## src/core/rrcs_regs.vh

```
// register map, field positions and reset values of the reference clock selector
`ifndef RRCS_REGS_VH
`define RRCS_REGS_VH

// word offsets; byte address is four times the offset
`define RRCS_OFF_PLL       3'h0
`define RRCS_OFF_MISC      3'h1
`define RRCS_OFF_PADA_MUX  3'h2
`define RRCS_OFF_PADA_CTL  3'h3
`define RRCS_OFF_PADB_MUX  3'h4
`define RRCS_OFF_PADB_CTL  3'h5
`define RRCS_OFF_SELIN     3'h6
`define RRCS_OFF_STAT      3'h7

// field positions
`define RRCS_MISC_SRC_BIT  21
`define RRCS_FORCE_BIT     4
`define RRCS_SLEW_BIT      0
`define RRCS_DRV_LSB       3
`define RRCS_DRV_MSB       5

// codes
`define RRCS_PLL_50MHZ     2'h1
`define RRCS_MUX_FUNC_TWO  3'h2
`define RRCS_MUX_FUNC_SEV  3'h7
`define RRCS_SRC_NONE      2'h0
`define RRCS_SRC_ONCHIP    2'h1
`define RRCS_SRC_EXTERN    2'h2

// reset values
`define RRCS_RST_PLL       2'h0
`define RRCS_RST_MUX       3'h5
`define RRCS_RST_DRV       3'h6
`define RRCS_RST_WORD      32'h0000_0000

`endif

```

## src/core/rrcs_sync2.v

```verilog
// two flip-flop synchroniser for pin levels
`timescale 1ns/1ps
`default_nettype none

module rrcs_sync2 #(
    parameter WIDTH = 3
) (
    input  wire             mclk_i,   // system clock
    input  wire             nrst_i,   // sync reset, active low
    input  wire [WIDTH-1:0] async_i,  // levels from pins
    output reg  [WIDTH-1:0] sync_o    // synchronised levels
);

    reg [WIDTH-1:0] meta;

    // first stage read only by the second
    always @(posedge mclk_i) begin
        if (!nrst_i) begin
            meta   <= {WIDTH{1'b0}};
            sync_o <= {WIDTH{1'b0}};
        end else begin
            meta   <= async_i;
            sync_o <= meta;
        end
    end

endmodule

`default_nettype wire

```

## src/core/rrcs_pll_div.v

```verilog
// ethernet pll model: a toggling reference from the system clock
`timescale 1ns/1ps
`default_nettype none
`include "rrcs_regs.vh"

module rrcs_pll_div (
    input  wire       mclk_i,    // system clock
    input  wire       nrst_i,    // sync reset, active low
    input  wire [1:0] freq_i,    // frequency field
    output reg        ref_o,     // generated reference level
    output reg        is_50_o    // field holds the 50 mhz code
);

    reg [2:0] div;
    reg [2:0] lim;

    // 01 toggles every cycle and stands for 50 mhz
    always @* begin
        case (freq_i)
            `RRCS_PLL_50MHZ: lim = 3'h0;
            2'h0:            lim = 3'h1;
            2'h2:            lim = 3'h3;
            default:         lim = 3'h7;
        endcase
    end

    always @(posedge mclk_i) begin
        if (!nrst_i) begin
            div     <= 3'h0;
            ref_o   <= 1'b0;
            is_50_o <= 1'b0;
        end else begin
            is_50_o <= (freq_i == `RRCS_PLL_50MHZ);
            if (div >= lim) begin
                div   <= 3'h0;
                ref_o <= ~ref_o;
            end else begin
                div <= div + 3'h1;
            end
        end
    end

endmodule

`default_nettype wire

```

## src/core/rrcs_top.v

```verilog
// rmii reference clock selector with avalon-mm register slave
//
// Behaviour
// - frequency field value 01 makes the ethernet pll give the 50 mhz reference.
// - preferred pad carries the reference clock when its mux holds 010.
// - source bit 21 set takes the reference from the pll, looped through the pad and driven out.
// - source bit 21 clear takes the reference from the pad input, fed externally.
// - on the first variant, input select 1 routes the preferred pad and 0 the alternate.
// - on the second variant, input select 0 routes the preferred pad and 1 the alternate.
// - the alternate pad carries the reference when its mux holds function seven.
// - alternate pad control has no slew bit; its drive strength sits in bits 5 to 3.
// - the full mii reference pin is ignored in rmii mode.
// - the mac reference comes from at most one of on-chip, oscillator or phy; none while the routed pad's mux is not set.
// - the reference always enters the mac through the pad input path.
`timescale 1ns/1ps
`default_nettype none
`include "rrcs_regs.vh"

module rrcs_top #(
    parameter VARIANT  = 0,   // 0 first variant, 1 second variant
    parameter ACT_WIN  = 16   // cycles without an edge before clock is lost
) (
    input  wire        mclk_i,              // 40 mhz system clock
    input  wire        nrst_i,              // sync reset, active low
    input  wire [2:0]  avs_address_i,       // word address
    input  wire        avs_read_i,          // read strobe
    input  wire        avs_write_i,         // write strobe
    input  wire [31:0] avs_writedata_i,     // write data
    input  wire [3:0]  avs_byteenable_i,    // byte lanes
    output reg  [31:0] avs_readdata_o,      // read data
    output reg         avs_waitrequest_o,   // stall, low marks answer
    input  wire        pref_pad_i,          // preferred pad level in
    output reg         pref_pad_o,          // preferred pad level out
    output reg         pref_pad_oe_o,       // preferred pad drive enable
    input  wire        alternate_clock_pad_i,     // alternate pad in
    output reg         alternate_clock_pad_o,     // alternate pad out
    output reg         alternate_clock_pad_oe_o,  // alternate pad enable
    input  wire        mii_ref_clock_pin_i, // full mii pin, unused
    output reg         pref_slew_o,         // preferred pad fast slew
    output reg  [2:0]  alt_drive_o,         // alternate pad drive strength
    output reg         mac_ref_clk_o,       // reference level to the mac
    output reg         mac_ref_rise_o,      // one pulse per reference rise
    output reg  [1:0]  mac_src_o            // active source code
);

    // registers
    reg  [1:0]  ethernet_pll_control;
    reg  [31:0] soc_misc_control_word;
    reg  [2:0]  pref_mux;
    reg         pref_force_input_path;
    reg         pref_slew_rate_field;
    reg  [2:0]  alt_mux;
    reg         alt_force_input_path;
    reg  [2:0]  alt_drive_strength_field;
    reg         ref_clock_input_select_reg;

    // internal state
    reg  [31:0] rdata;
    reg  [31:0] wmask;
    reg  [31:0] next_misc;
    reg  [7:0]  act_cnt;
    reg         clk_present;
    reg         mac_ref_d;
    reg         next_ref;
    reg  [1:0]  next_src;
    reg         fault;

    wire        pll_ref;
    wire        pll_is_50;
    wire [1:0]  pads_sync;
    wire        acc;
    wire        wr;
    wire        src_onchip;
    wire        pref_active;
    wire        alt_active;
    wire        route_pref;

    // pll model
    rrcs_pll_div u_pll (
        .mclk_i  (mclk_i),
        .nrst_i  (nrst_i),
        .freq_i  (ethernet_pll_control),
        .ref_o   (pll_ref),
        .is_50_o (pll_is_50)
    );

    // pad inputs cross into the system clock; mii pin not sampled
    rrcs_sync2 #(
        .WIDTH (2)
    ) u_sync (
        .mclk_i  (mclk_i),
        .nrst_i  (nrst_i),
        .async_i ({alternate_clock_pad_i, pref_pad_i}),
        .sync_o  (pads_sync)
    );

    // bus request accepted while waitrequest is still high
    assign acc = (avs_read_i | avs_write_i) & avs_waitrequest_o;
    assign wr  = acc & avs_write_i;

    assign src_onchip  = soc_misc_control_word[`RRCS_MISC_SRC_BIT];
    assign pref_active = (pref_mux == `RRCS_MUX_FUNC_TWO);
    assign alt_active  = (alt_mux == `RRCS_MUX_FUNC_SEV);

    // input select polarity differs per variant
    assign route_pref = (VARIANT == 0) ? ref_clock_input_select_reg
                                       : ~ref_clock_input_select_reg;

    // byte lane mask
    always @* begin
        wmask = {{8{avs_byteenable_i[3]}}, {8{avs_byteenable_i[2]}},
                 {8{avs_byteenable_i[1]}}, {8{avs_byteenable_i[0]}}};
        next_misc = (soc_misc_control_word & ~wmask) | (avs_writedata_i & wmask);
    end

    // read mux, unmapped words read zero
    always @* begin
        rdata = `RRCS_RST_WORD;
        case (avs_address_i)
            `RRCS_OFF_PLL: begin
                rdata[1:0] = ethernet_pll_control;
            end
            `RRCS_OFF_MISC: begin
                rdata = soc_misc_control_word;
            end
            `RRCS_OFF_PADA_MUX: begin
                rdata[2:0]              = pref_mux;
                rdata[`RRCS_FORCE_BIT]  = pref_force_input_path;
            end
            `RRCS_OFF_PADA_CTL: begin
                rdata[`RRCS_SLEW_BIT]   = pref_slew_rate_field;
            end
            `RRCS_OFF_PADB_MUX: begin
                rdata[2:0]              = alt_mux;
                rdata[`RRCS_FORCE_BIT]  = alt_force_input_path;
            end
            `RRCS_OFF_PADB_CTL: begin
                // no slew bit here
                rdata[`RRCS_DRV_MSB:`RRCS_DRV_LSB] = alt_drive_strength_field;
            end
            `RRCS_OFF_SELIN: begin
                rdata[0] = ref_clock_input_select_reg;
            end
            `RRCS_OFF_STAT: begin
                rdata[0]   = src_onchip;
                rdata[1]   = route_pref;
                rdata[2]   = pref_active;
                rdata[3]   = alt_active;
                rdata[4]   = clk_present;
                rdata[5]   = mac_ref_clk_o;
                rdata[6]   = fault;
                rdata[7]   = pll_is_50;
                rdata[9:8] = mac_src_o;
            end
            default: begin
                rdata = `RRCS_RST_WORD;
            end
        endcase
    end

    // avalon slave: one wait cycle, answer with waitrequest low for one cycle
    always @(posedge mclk_i) begin
        if (!nrst_i) begin
            avs_waitrequest_o <= 1'b1;
            avs_readdata_o    <= `RRCS_RST_WORD;
        end else if (!avs_waitrequest_o) begin
            avs_waitrequest_o <= 1'b1;
        end else if (acc) begin
            avs_waitrequest_o <= 1'b0;
            avs_readdata_o    <= avs_read_i ? rdata : `RRCS_RST_WORD;
        end
    end

    // register writes; the force-input bits are stored only
    always @(posedge mclk_i) begin
        if (!nrst_i) begin
            ethernet_pll_control       <= `RRCS_RST_PLL;
            soc_misc_control_word      <= `RRCS_RST_WORD;
            pref_mux                   <= `RRCS_RST_MUX;
            pref_force_input_path      <= 1'b0;
            pref_slew_rate_field       <= 1'b0;
            alt_mux                    <= `RRCS_RST_MUX;
            alt_force_input_path       <= 1'b0;
            alt_drive_strength_field   <= `RRCS_RST_DRV;
            ref_clock_input_select_reg <= 1'b0;
        end else if (wr) begin
            case (avs_address_i)
                `RRCS_OFF_PLL: begin
                    if (avs_byteenable_i[0])
                        ethernet_pll_control <= avs_writedata_i[1:0];
                end
                `RRCS_OFF_MISC: begin
                    soc_misc_control_word <= next_misc;
                end
                `RRCS_OFF_PADA_MUX: begin
                    if (avs_byteenable_i[0]) begin
                        pref_mux              <= avs_writedata_i[2:0];
                        pref_force_input_path <= avs_writedata_i[`RRCS_FORCE_BIT];
                    end
                end
                `RRCS_OFF_PADA_CTL: begin
                    if (avs_byteenable_i[0])
                        pref_slew_rate_field <= avs_writedata_i[`RRCS_SLEW_BIT];
                end
                `RRCS_OFF_PADB_MUX: begin
                    if (avs_byteenable_i[0]) begin
                        alt_mux              <= avs_writedata_i[2:0];
                        alt_force_input_path <= avs_writedata_i[`RRCS_FORCE_BIT];
                    end
                end
                `RRCS_OFF_PADB_CTL: begin
                    if (avs_byteenable_i[0])
                        alt_drive_strength_field <=
                            avs_writedata_i[`RRCS_DRV_MSB:`RRCS_DRV_LSB];
                end
                `RRCS_OFF_SELIN: begin
                    if (avs_byteenable_i[0])
                        ref_clock_input_select_reg <= avs_writedata_i[0];
                end
                default: begin
                    soc_misc_control_word <= soc_misc_control_word;
                end
            endcase
        end
    end

    // pad electrical settings
    always @(posedge mclk_i) begin
        if (!nrst_i) begin
            pref_slew_o <= 1'b0;
            alt_drive_o <= `RRCS_RST_DRV;
        end else begin
            pref_slew_o <= pref_slew_rate_field;
            alt_drive_o <= alt_drive_strength_field;
        end
    end

    // pad drivers: on-chip source drives the pll clock out on each pad whose mux is active
    always @(posedge mclk_i) begin
        if (!nrst_i) begin
            pref_pad_o               <= 1'b0;
            pref_pad_oe_o            <= 1'b0;
            alternate_clock_pad_o    <= 1'b0;
            alternate_clock_pad_oe_o <= 1'b0;
        end else begin
            pref_pad_o               <= pll_ref;
            pref_pad_oe_o            <= src_onchip & pref_active;
            alternate_clock_pad_o    <= pll_ref;
            alternate_clock_pad_oe_o <= src_onchip & alt_active;
        end
    end

    // mac reference taken from the pad input path in both modes
    always @* begin
        next_ref = 1'b0;
        next_src = `RRCS_SRC_NONE;
        fault    = 1'b0;
        if (route_pref) begin
            next_ref = pref_active & pads_sync[0];
            fault    = ~pref_active;
        end else begin
            next_ref = alt_active & pads_sync[1];
            fault    = ~alt_active;
        end
        // one source only: pll looped back, or external pad feed
        if (!fault) begin
            if (src_onchip)
                next_src = `RRCS_SRC_ONCHIP;
            else
                next_src = `RRCS_SRC_EXTERN;
        end
    end

    // mac reference outputs and edge pulse
    always @(posedge mclk_i) begin
        if (!nrst_i) begin
            mac_ref_clk_o  <= 1'b0;
            mac_ref_d      <= 1'b0;
            mac_ref_rise_o <= 1'b0;
            mac_src_o      <= `RRCS_SRC_NONE;
        end else begin
            mac_ref_clk_o  <= next_ref;
            mac_ref_d      <= mac_ref_clk_o;
            mac_ref_rise_o <= mac_ref_clk_o & ~mac_ref_d;
            mac_src_o      <= next_src;
        end
    end

    // activity monitor: clock present while edges keep arriving
    always @(posedge mclk_i) begin
        if (!nrst_i) begin
            act_cnt     <= 8'h00;
            clk_present <= 1'b0;
        end else if (mac_ref_clk_o != mac_ref_d) begin
            act_cnt     <= 8'h00;
            clk_present <= 1'b1;
        end else if (act_cnt >= ACT_WIN[7:0]) begin
            clk_present <= 1'b0;
        end else begin
            act_cnt <= act_cnt + 8'h01;
        end
    end

endmodule

`default_nettype wire

```

## config.mk

```make
export PLATFORM = sky130hd
export DESIGN_NAME = rrcs_top
export DESIGN_NICKNAME = d
export VERILOG_FILES = /design/src/core/rrcs_sync2.v /design/src/core/rrcs_pll_div.v /design/src/core/rrcs_top.v
export VERILOG_INCLUDE_DIRS = /design/src /design/src/core
export SDC_FILE = /design/constraint.sdc
export NUM_CORES = 1
export LEC_CHECK = 0
export ABC_CLOCK_PERIOD_IN_PS = 2500
export CAP_MARGIN = 10
export CORE_MARGIN = 10
export CORE_UTILIZATION = 46
export DETAILED_ROUTE_END_ITERATION = 16
export DONT_BUFFER_PORTS = 1
export HOLD_SLACK_MARGIN = 0.15
export PLACE_DENSITY_LB_ADDON = 0.1
export SLEW_MARGIN = 40
export SYNTH_ARGS = -nofsm -noshare
export SYNTH_HDL_FRONTEND = slang
export SYNTH_SLANG_ARGS = --single-unit
export TNS_END_PERCENT = 20
```

## constraint.sdc

```tcl
create_clock -name mclk_i -period 2.5 [get_ports mclk_i]
set_clock_uncertainty 0.05 [all_clocks]
set_input_delay 0 -clock mclk_i [delete_from_list [all_inputs] [get_ports mclk_i]]
set_output_delay 0 -clock mclk_i [all_outputs]
set_load 0.005 [all_outputs]
```

==> flow_metrics.env, run 1 <==
export IMPL_slew_headroom_pct=48.4
export IMPL_cts_max_level=3
export IMPL_start_util_pct=47.7
export IMPL_drv_cap=0
export IMPL_tightest_slew_ps=774
export IMPL_port_buffers=0
export IMPL_dp_cells=515
export IMPL_place_hpwl_um=7040
export IMPL_clk_latency_ps=360
export IMPL_drt_iter0_drc=235
export IMPL_netlist_instances=429
export IMPL_netlist_area_um2=4200
export IMPL_grt_pass1_vias=3357
export IMPL_critPathKind="register to register"
export IMPL_grt_antenna_before_repair=0
export IMPL_rows=34
export IMPL_peakVddDrop_uv=370
export IMPL_start_kind="register"
export IMPL_cts_sinks=110
export IMPL_slew_viol_final=0
export IMPL_synth_async_sr_flop_share_pct=0
export IMPL_num_vias=3287
export IMPL_die_x_um=116
export IMPL_cts_post_setup_buffers_inserted=0
export IMPL_nNetsFinal=546
export IMPL_worstSetupEndpointType="register"
export IMPL_drive_gt1_share_pct=7.63
export IMPL_p_leak_uw=0.00208
export IMPL_synth_warnings=0
export IMPL_ys_seq_area_share_pct=52.4
export IMPL_grt_pass1_wl_um=17700
export IMPL_wl_per_cell_um=17.9
export IMPL_ant_nets=0
export IMPL_setup_viol=0
export IMPL_tns_ps=0
export IMPL_synth_ff_type="dfxtp_1"
export IMPL_vias_per_cell=5.42
export IMPL_synth_area_top_cells="dfxtp_1 (52%), mux2i_1 (8.8%), nor2_1 (6.3%)"
export IMPL_worstPathRequired_ps=2690
export IMPL_cts_inserted_buffers=9
export IMPL_synth_cell_types=47
export IMPL_syn2layout_area_growth_pct=23.7
export IMPL_rsz0062_at_grt="false"
export IMPL_die_y_um=116
export IMPL_outcome="complete, no violations"
export IMPL_fmax_mhz=423
export IMPL_root_buffer="clkbuf_8"
export IMPL_finalPower_uw=3140
export IMPL_grt_max_degree=34
export IMPL_fin_cells=607
export IMPL_fin_crit_sh_pct=94.7
export IMPL_wirelength_um=10900
export IMPL_globalRouteOverflowTotal=0
export IMPL_num_fill_cells=743
export IMPL_synthMostInstantiatedCell="dfxtp_1"
export IMPL_io_pins=91
export IMPL_period_needed_ps=2370
export IMPL_cts_tree="yes"
export IMPL_cp_arrival_ps=2560
export IMPL_synth_edf_count=0
export IMPL_dieArea_um2=13400
export IMPL_syn_nets=482
export IMPL_yosys_area_top_type="dfxtp_1"
export IMPL_cp_max_fo=8
export IMPL_clock_path_buffers=2
export IMPL_post_synth_cell_area_avg_um2=9.79
export IMPL_gp_congestion=0.785
export IMPL_drt_drc_violations_left=0
export IMPL_core_area_um2=8810
export IMPL_synth_top_cell_area_share_pct=52.4
export IMPL_synth_seq_cells=110
export IMPL_dr_pass1_iters=4
export IMPL_yosys_top_cells_count="dfxtp_1 (110), nor2_1 (70), mux2i_1 (37)"
export IMPL_clkSlewWorstSetupHoldPaths_ps=100
export IMPL_hp_class="input port to register"
export IMPL_hold_violations=0
export IMPL_track_usage_pct=16.6
export IMPL_powerDensity_nw_per_um2=604
## repair_timing
action	4_1_cts	5_1_grt
hold buffers	74	1
endpoints found under the hold margin	108	7
endpoints found under the setup margin	0	14
resized for setup	0	1
## metrics by stage
step | hold WS [ps] | cell area, um^2 | worst slack (ps) | utilization [%]
2_1_floorplan | 74.0 | 4200 | 775 | -
3_3_place_gp | 17.6 | 4250 | 663 | 48.3
3_5_place_dp | 24.4 | 4260 | 629 | 48.4
4_1_cts | 201 | 5180 | 10.9 | 58.9
5_1_grt | 245 | 5190 | 17.5 | 59.0
6_report | 233 | 5190 | 133 | 59.0
## placed cells by master, fill, tap and decap left out, drive strengths merged, types with 2 or more instances in the layout
| master | n |
|---|---|
| a211oi | 2 |
| a21oi | 16 |
| a222oi | 5 |
| a22oi | 23 |
| and2 | 10 |
| and3 | 10 |
| and3b | 2 |
| buf | 5 |
| clkbuf | 10 |
| clkinv | 3 |
| clkinvlp | 2 |
| dfxtp | 110 |
| dlygate4sd3 | 73 |
| ha | 7 |
| inv | 12 |
| mux2 | 3 |
| mux2i | 37 |
| nand2 | 27 |
| nand2b | 5 |
| nand3 | 15 |
| nand4 | 2 |
| nor2 | 71 |
| nor3 | 4 |
| o21ai | 22 |
| xor2 | 3 |
## critical path, stage by stage (launching register included)
cell	delay, ps
dfxtp_1	620
nand4_1	360
nor3_4	310
dlygate4sd3_1	670
mux2i_1	200
nor2_1	50
## metal layers
layer | global-route usage, % | up-vias | share of wire (%)
met4 | 5.49 | 0 | 1.4
met1 | 19.3 | 1570 | 41
met2 | 27.0 | 88 | 49
met3 | 6.93 | 14 | 8.8
li1 | - | 1615 | -
met5 | 0 | - | 0
## cells by family after synthesis
kind of cell               synth area share, %
xor gates and xnor gates                 0.834
muxes                                     10.2
buffers and inverters                     4.05
DFF                                       52.4
and+or+nand+nor                           18.6
adders and majority gates                 2.09
AOI/OAI and AO/OA                         11.9
## worst paths after layout
| kind | startpoint | to | slack, ps | depth (start not counted) |
|---|---|---|---|---|
| worst max-delay path | avs_waitrequest_o$_SDFF_PN1_ | pref_force_input_path$_SDFFE_PN0P_ | 130 | 5 |
| worst min-delay path | avs_address_i[2] | register | 230 | 3 |
| worst max register to register | avs_waitrequest_o$_SDFF_PN1_ | pref_force_input_path$_SDFFE_PN0P_ | 130 | 5 |
| worst min register to register | u_sync.meta[0]$_SDFF_PN0_ | u_sync.sync_o[0]$_SDFF_PN0_ | 390 | 1 |
## where the power goes
group | internal [uW] | total, uW | switching, uW
sequential | 1800 | 1830 | 32.3
clock | 395 | 993 | 597
combinational | 152 | 318 | 165
## layout make-up
type / instances / area [um^2] / area share [%]
flip-flops and latches: 110 / 2200 / 42.4
multi-input cells: 282 / 1840 / 35.4
repair buffers: 79 / 791 / 15.2
clock buffers: 10 / 138 / 2.65
well taps: 108 / 135 / 2.60
clock inverters: 6 / 46.3 / 0.891
inverters: 11 / 41.3 / 0.795
diodes: 1 / 2.50 / 0.0482
(Power assumes the default switching activity.)
==> inputs of run 2 (changes only) <==
--- a/config.mk
+++ b/config.mk
@@ -8,8 +8,8 @@
 export LEC_CHECK = 0
 export ABC_CLOCK_PERIOD_IN_PS = 2500
 export CAP_MARGIN = 10
-export CORE_MARGIN = 10
 export CORE_UTILIZATION = 46
+export CTS_CLUSTER_SIZE = 24
 export DETAILED_ROUTE_END_ITERATION = 16
 export DONT_BUFFER_PORTS = 1
 export HOLD_SLACK_MARGIN = 0.15
==> flow_metrics.env, run 2 (synthesized netlist as in run 1, its figures left out) <==
export IMPL_rows=34
export IMPL_outcome="complete, no violations"
export IMPL_rsz0062_at_grt="true"
export IMPL_setup_viol=0
export IMPL_drive_gt1_share_pct=7.81
export IMPL_period_needed_ps=2420
export IMPL_worstSetupEndpointType="register"
export IMPL_final_common_cell="dfxtp_1"
export IMPL_finalPower_uw=3160
export IMPL_wirelength_um=10500
export IMPL_start_kind="register"
export IMPL_cp_arrival_ps=2620
export IMPL_die_x_um=97.6
export IMPL_clk_latency_ps=360
export IMPL_drv_cap=0
export IMPL_fin_crit_sh_pct=96.9
export IMPL_p_leak_uw=0.00221
export IMPL_die_y_um=97.6
export IMPL_slew_viol_final=0
export IMPL_insertedDiodeCount=0
export IMPL_clkSlewWorstSetupHoldPaths_ps=100
export IMPL_gp_congestion=0.778
export IMPL_num_vias=3422
export IMPL_dieArea_um2=9520
export IMPL_cts_inserted_buffers=9
export IMPL_powerDensity_nw_per_um2=579
export IMPL_root_buffer="clkbuf_8"
export IMPL_tightest_slew_ps=755
export IMPL_whs_ps=21.0
export IMPL_globalRouteOverflowTotal=0
export IMPL_cp_max_fo=17
export IMPL_peakVddDrop_uv=356
export IMPL_dr_pass1_iters=5
export IMPL_critPathKind="register to register"
export IMPL_final_cell_mix="dfxtp_1 (109), dlygate4sd3_1 (97), nor2_1 (70)"
export IMPL_hold_violations=0
export IMPL_hp_class="input port to register"
export IMPL_fmax_mhz=413
export IMPL_cts_max_level=3
export IMPL_drt_iter0_drc=210
export IMPL_grt_max_degree=39
export IMPL_ant_nets=0
export IMPL_drt_drc_violations_left=0
export IMPL_place_hpwl_um=6420
export IMPL_syn2layout_area_growth_pct=30.0
export IMPL_slew_headroom_pct=49.7
export IMPL_cts_sinks=110
export IMPL_start_util_pct=47.9
export IMPL_wl_per_cell_um=16.6
export IMPL_grt_pass1_wl_um=17000
export IMPL_io_pins=91
export IMPL_grt_antenna_before_repair=0
export IMPL_clock_path_buffers=2
export IMPL_cts_tree="yes"
export IMPL_track_usage_pct=22.5
export IMPL_vias_per_cell=5.41
export IMPL_worstPathRequired_ps=2700
export IMPL_nNetsFinal=574
export IMPL_grt_pass1_vias=3474
export IMPL_tns_ps=0
export IMPL_port_buffers=0
export IMPL_core_area_um2=8760
-- run 2: timing repair --
item                                    CTS  global route
endpoints found under the setup margin    0             4
hold buffers                             92             9
resized for setup                         0             5
endpoints found under the hold margin   107            13
buffers inserted                          0             1
-- run 2: where the power goes --
group / switching [uW] / leakage, uW / total [uW] / internal, uW
logic: 169 / 0.00122 / 336 / 167
clock network: 600 / 0.0000939 / 998 / 398
registers: 31.2 / 0.000890 / 1830 / 1800
total: 800 / 0.00221 / 3160 / 2360
-- run 2: final cells by class --
type / count / area [um^2]
fillers: 753 / 3300
inverters: 11 / 41.3
repair buffers: 107 / 1060
well taps: 108 / 135
clock inverters: 5 / 40.0
clock buffers: 10 / 138
flip-flops and latches: 110 / 2200
multi-input cells: 282 / 1840
-- run 2: final timing paths --
kind                           startpoint                                  endpoint  slack (ps)  cells after the start
max          avs_waitrequest_o$_SDFF_PN1_  alt_drive_strength_field[0]$_SDFFE_PN0P_          80                      5
min                                nrst_i                  pref_mux[0]$_SDFFE_PN1P_          20                      2
max reg2reg  avs_waitrequest_o$_SDFF_PN1_  alt_drive_strength_field[0]$_SDFFE_PN0P_          80                      5
min reg2reg      clk_present$_SDFFE_PN0P_                  clk_present$_SDFFE_PN0P_         420                      2
-- run 2: metal layers --
metal	GRT usage, %	part of all wire (%)	vias up
met5	0	0	-
met4	6.22	1.6	0
met3	7.34	6.7	12
met2	37.9	49	109
met1	27.4	43	1627
li1	-	-	1674
-- run 2: worst max-delay path: stages, from the launching register on --
cell	delay, ps
dfxtp_2	490
nand4b_4	300
o21ai_0	250
dlygate4sd3_1	570
a21oi_1	60
dlygate4sd3_1	590
-- run 2: through the flow --
step | util, % | setup slack [ps] | cell area (um^2) | instances
2_1_floorplan | - | 775 | 4200 | 429
3_3_place_gp | 48.5 | 658 | 4250 | 516
3_5_place_dp | 48.5 | 624 | 4250 | 516
4_1_cts | 61.0 | 9.41 | 5350 | 623
5_1_grt | 62.3 | -32.0 | 5460 | 633
6_report | 62.3 | 77.7 | 5460 | 633
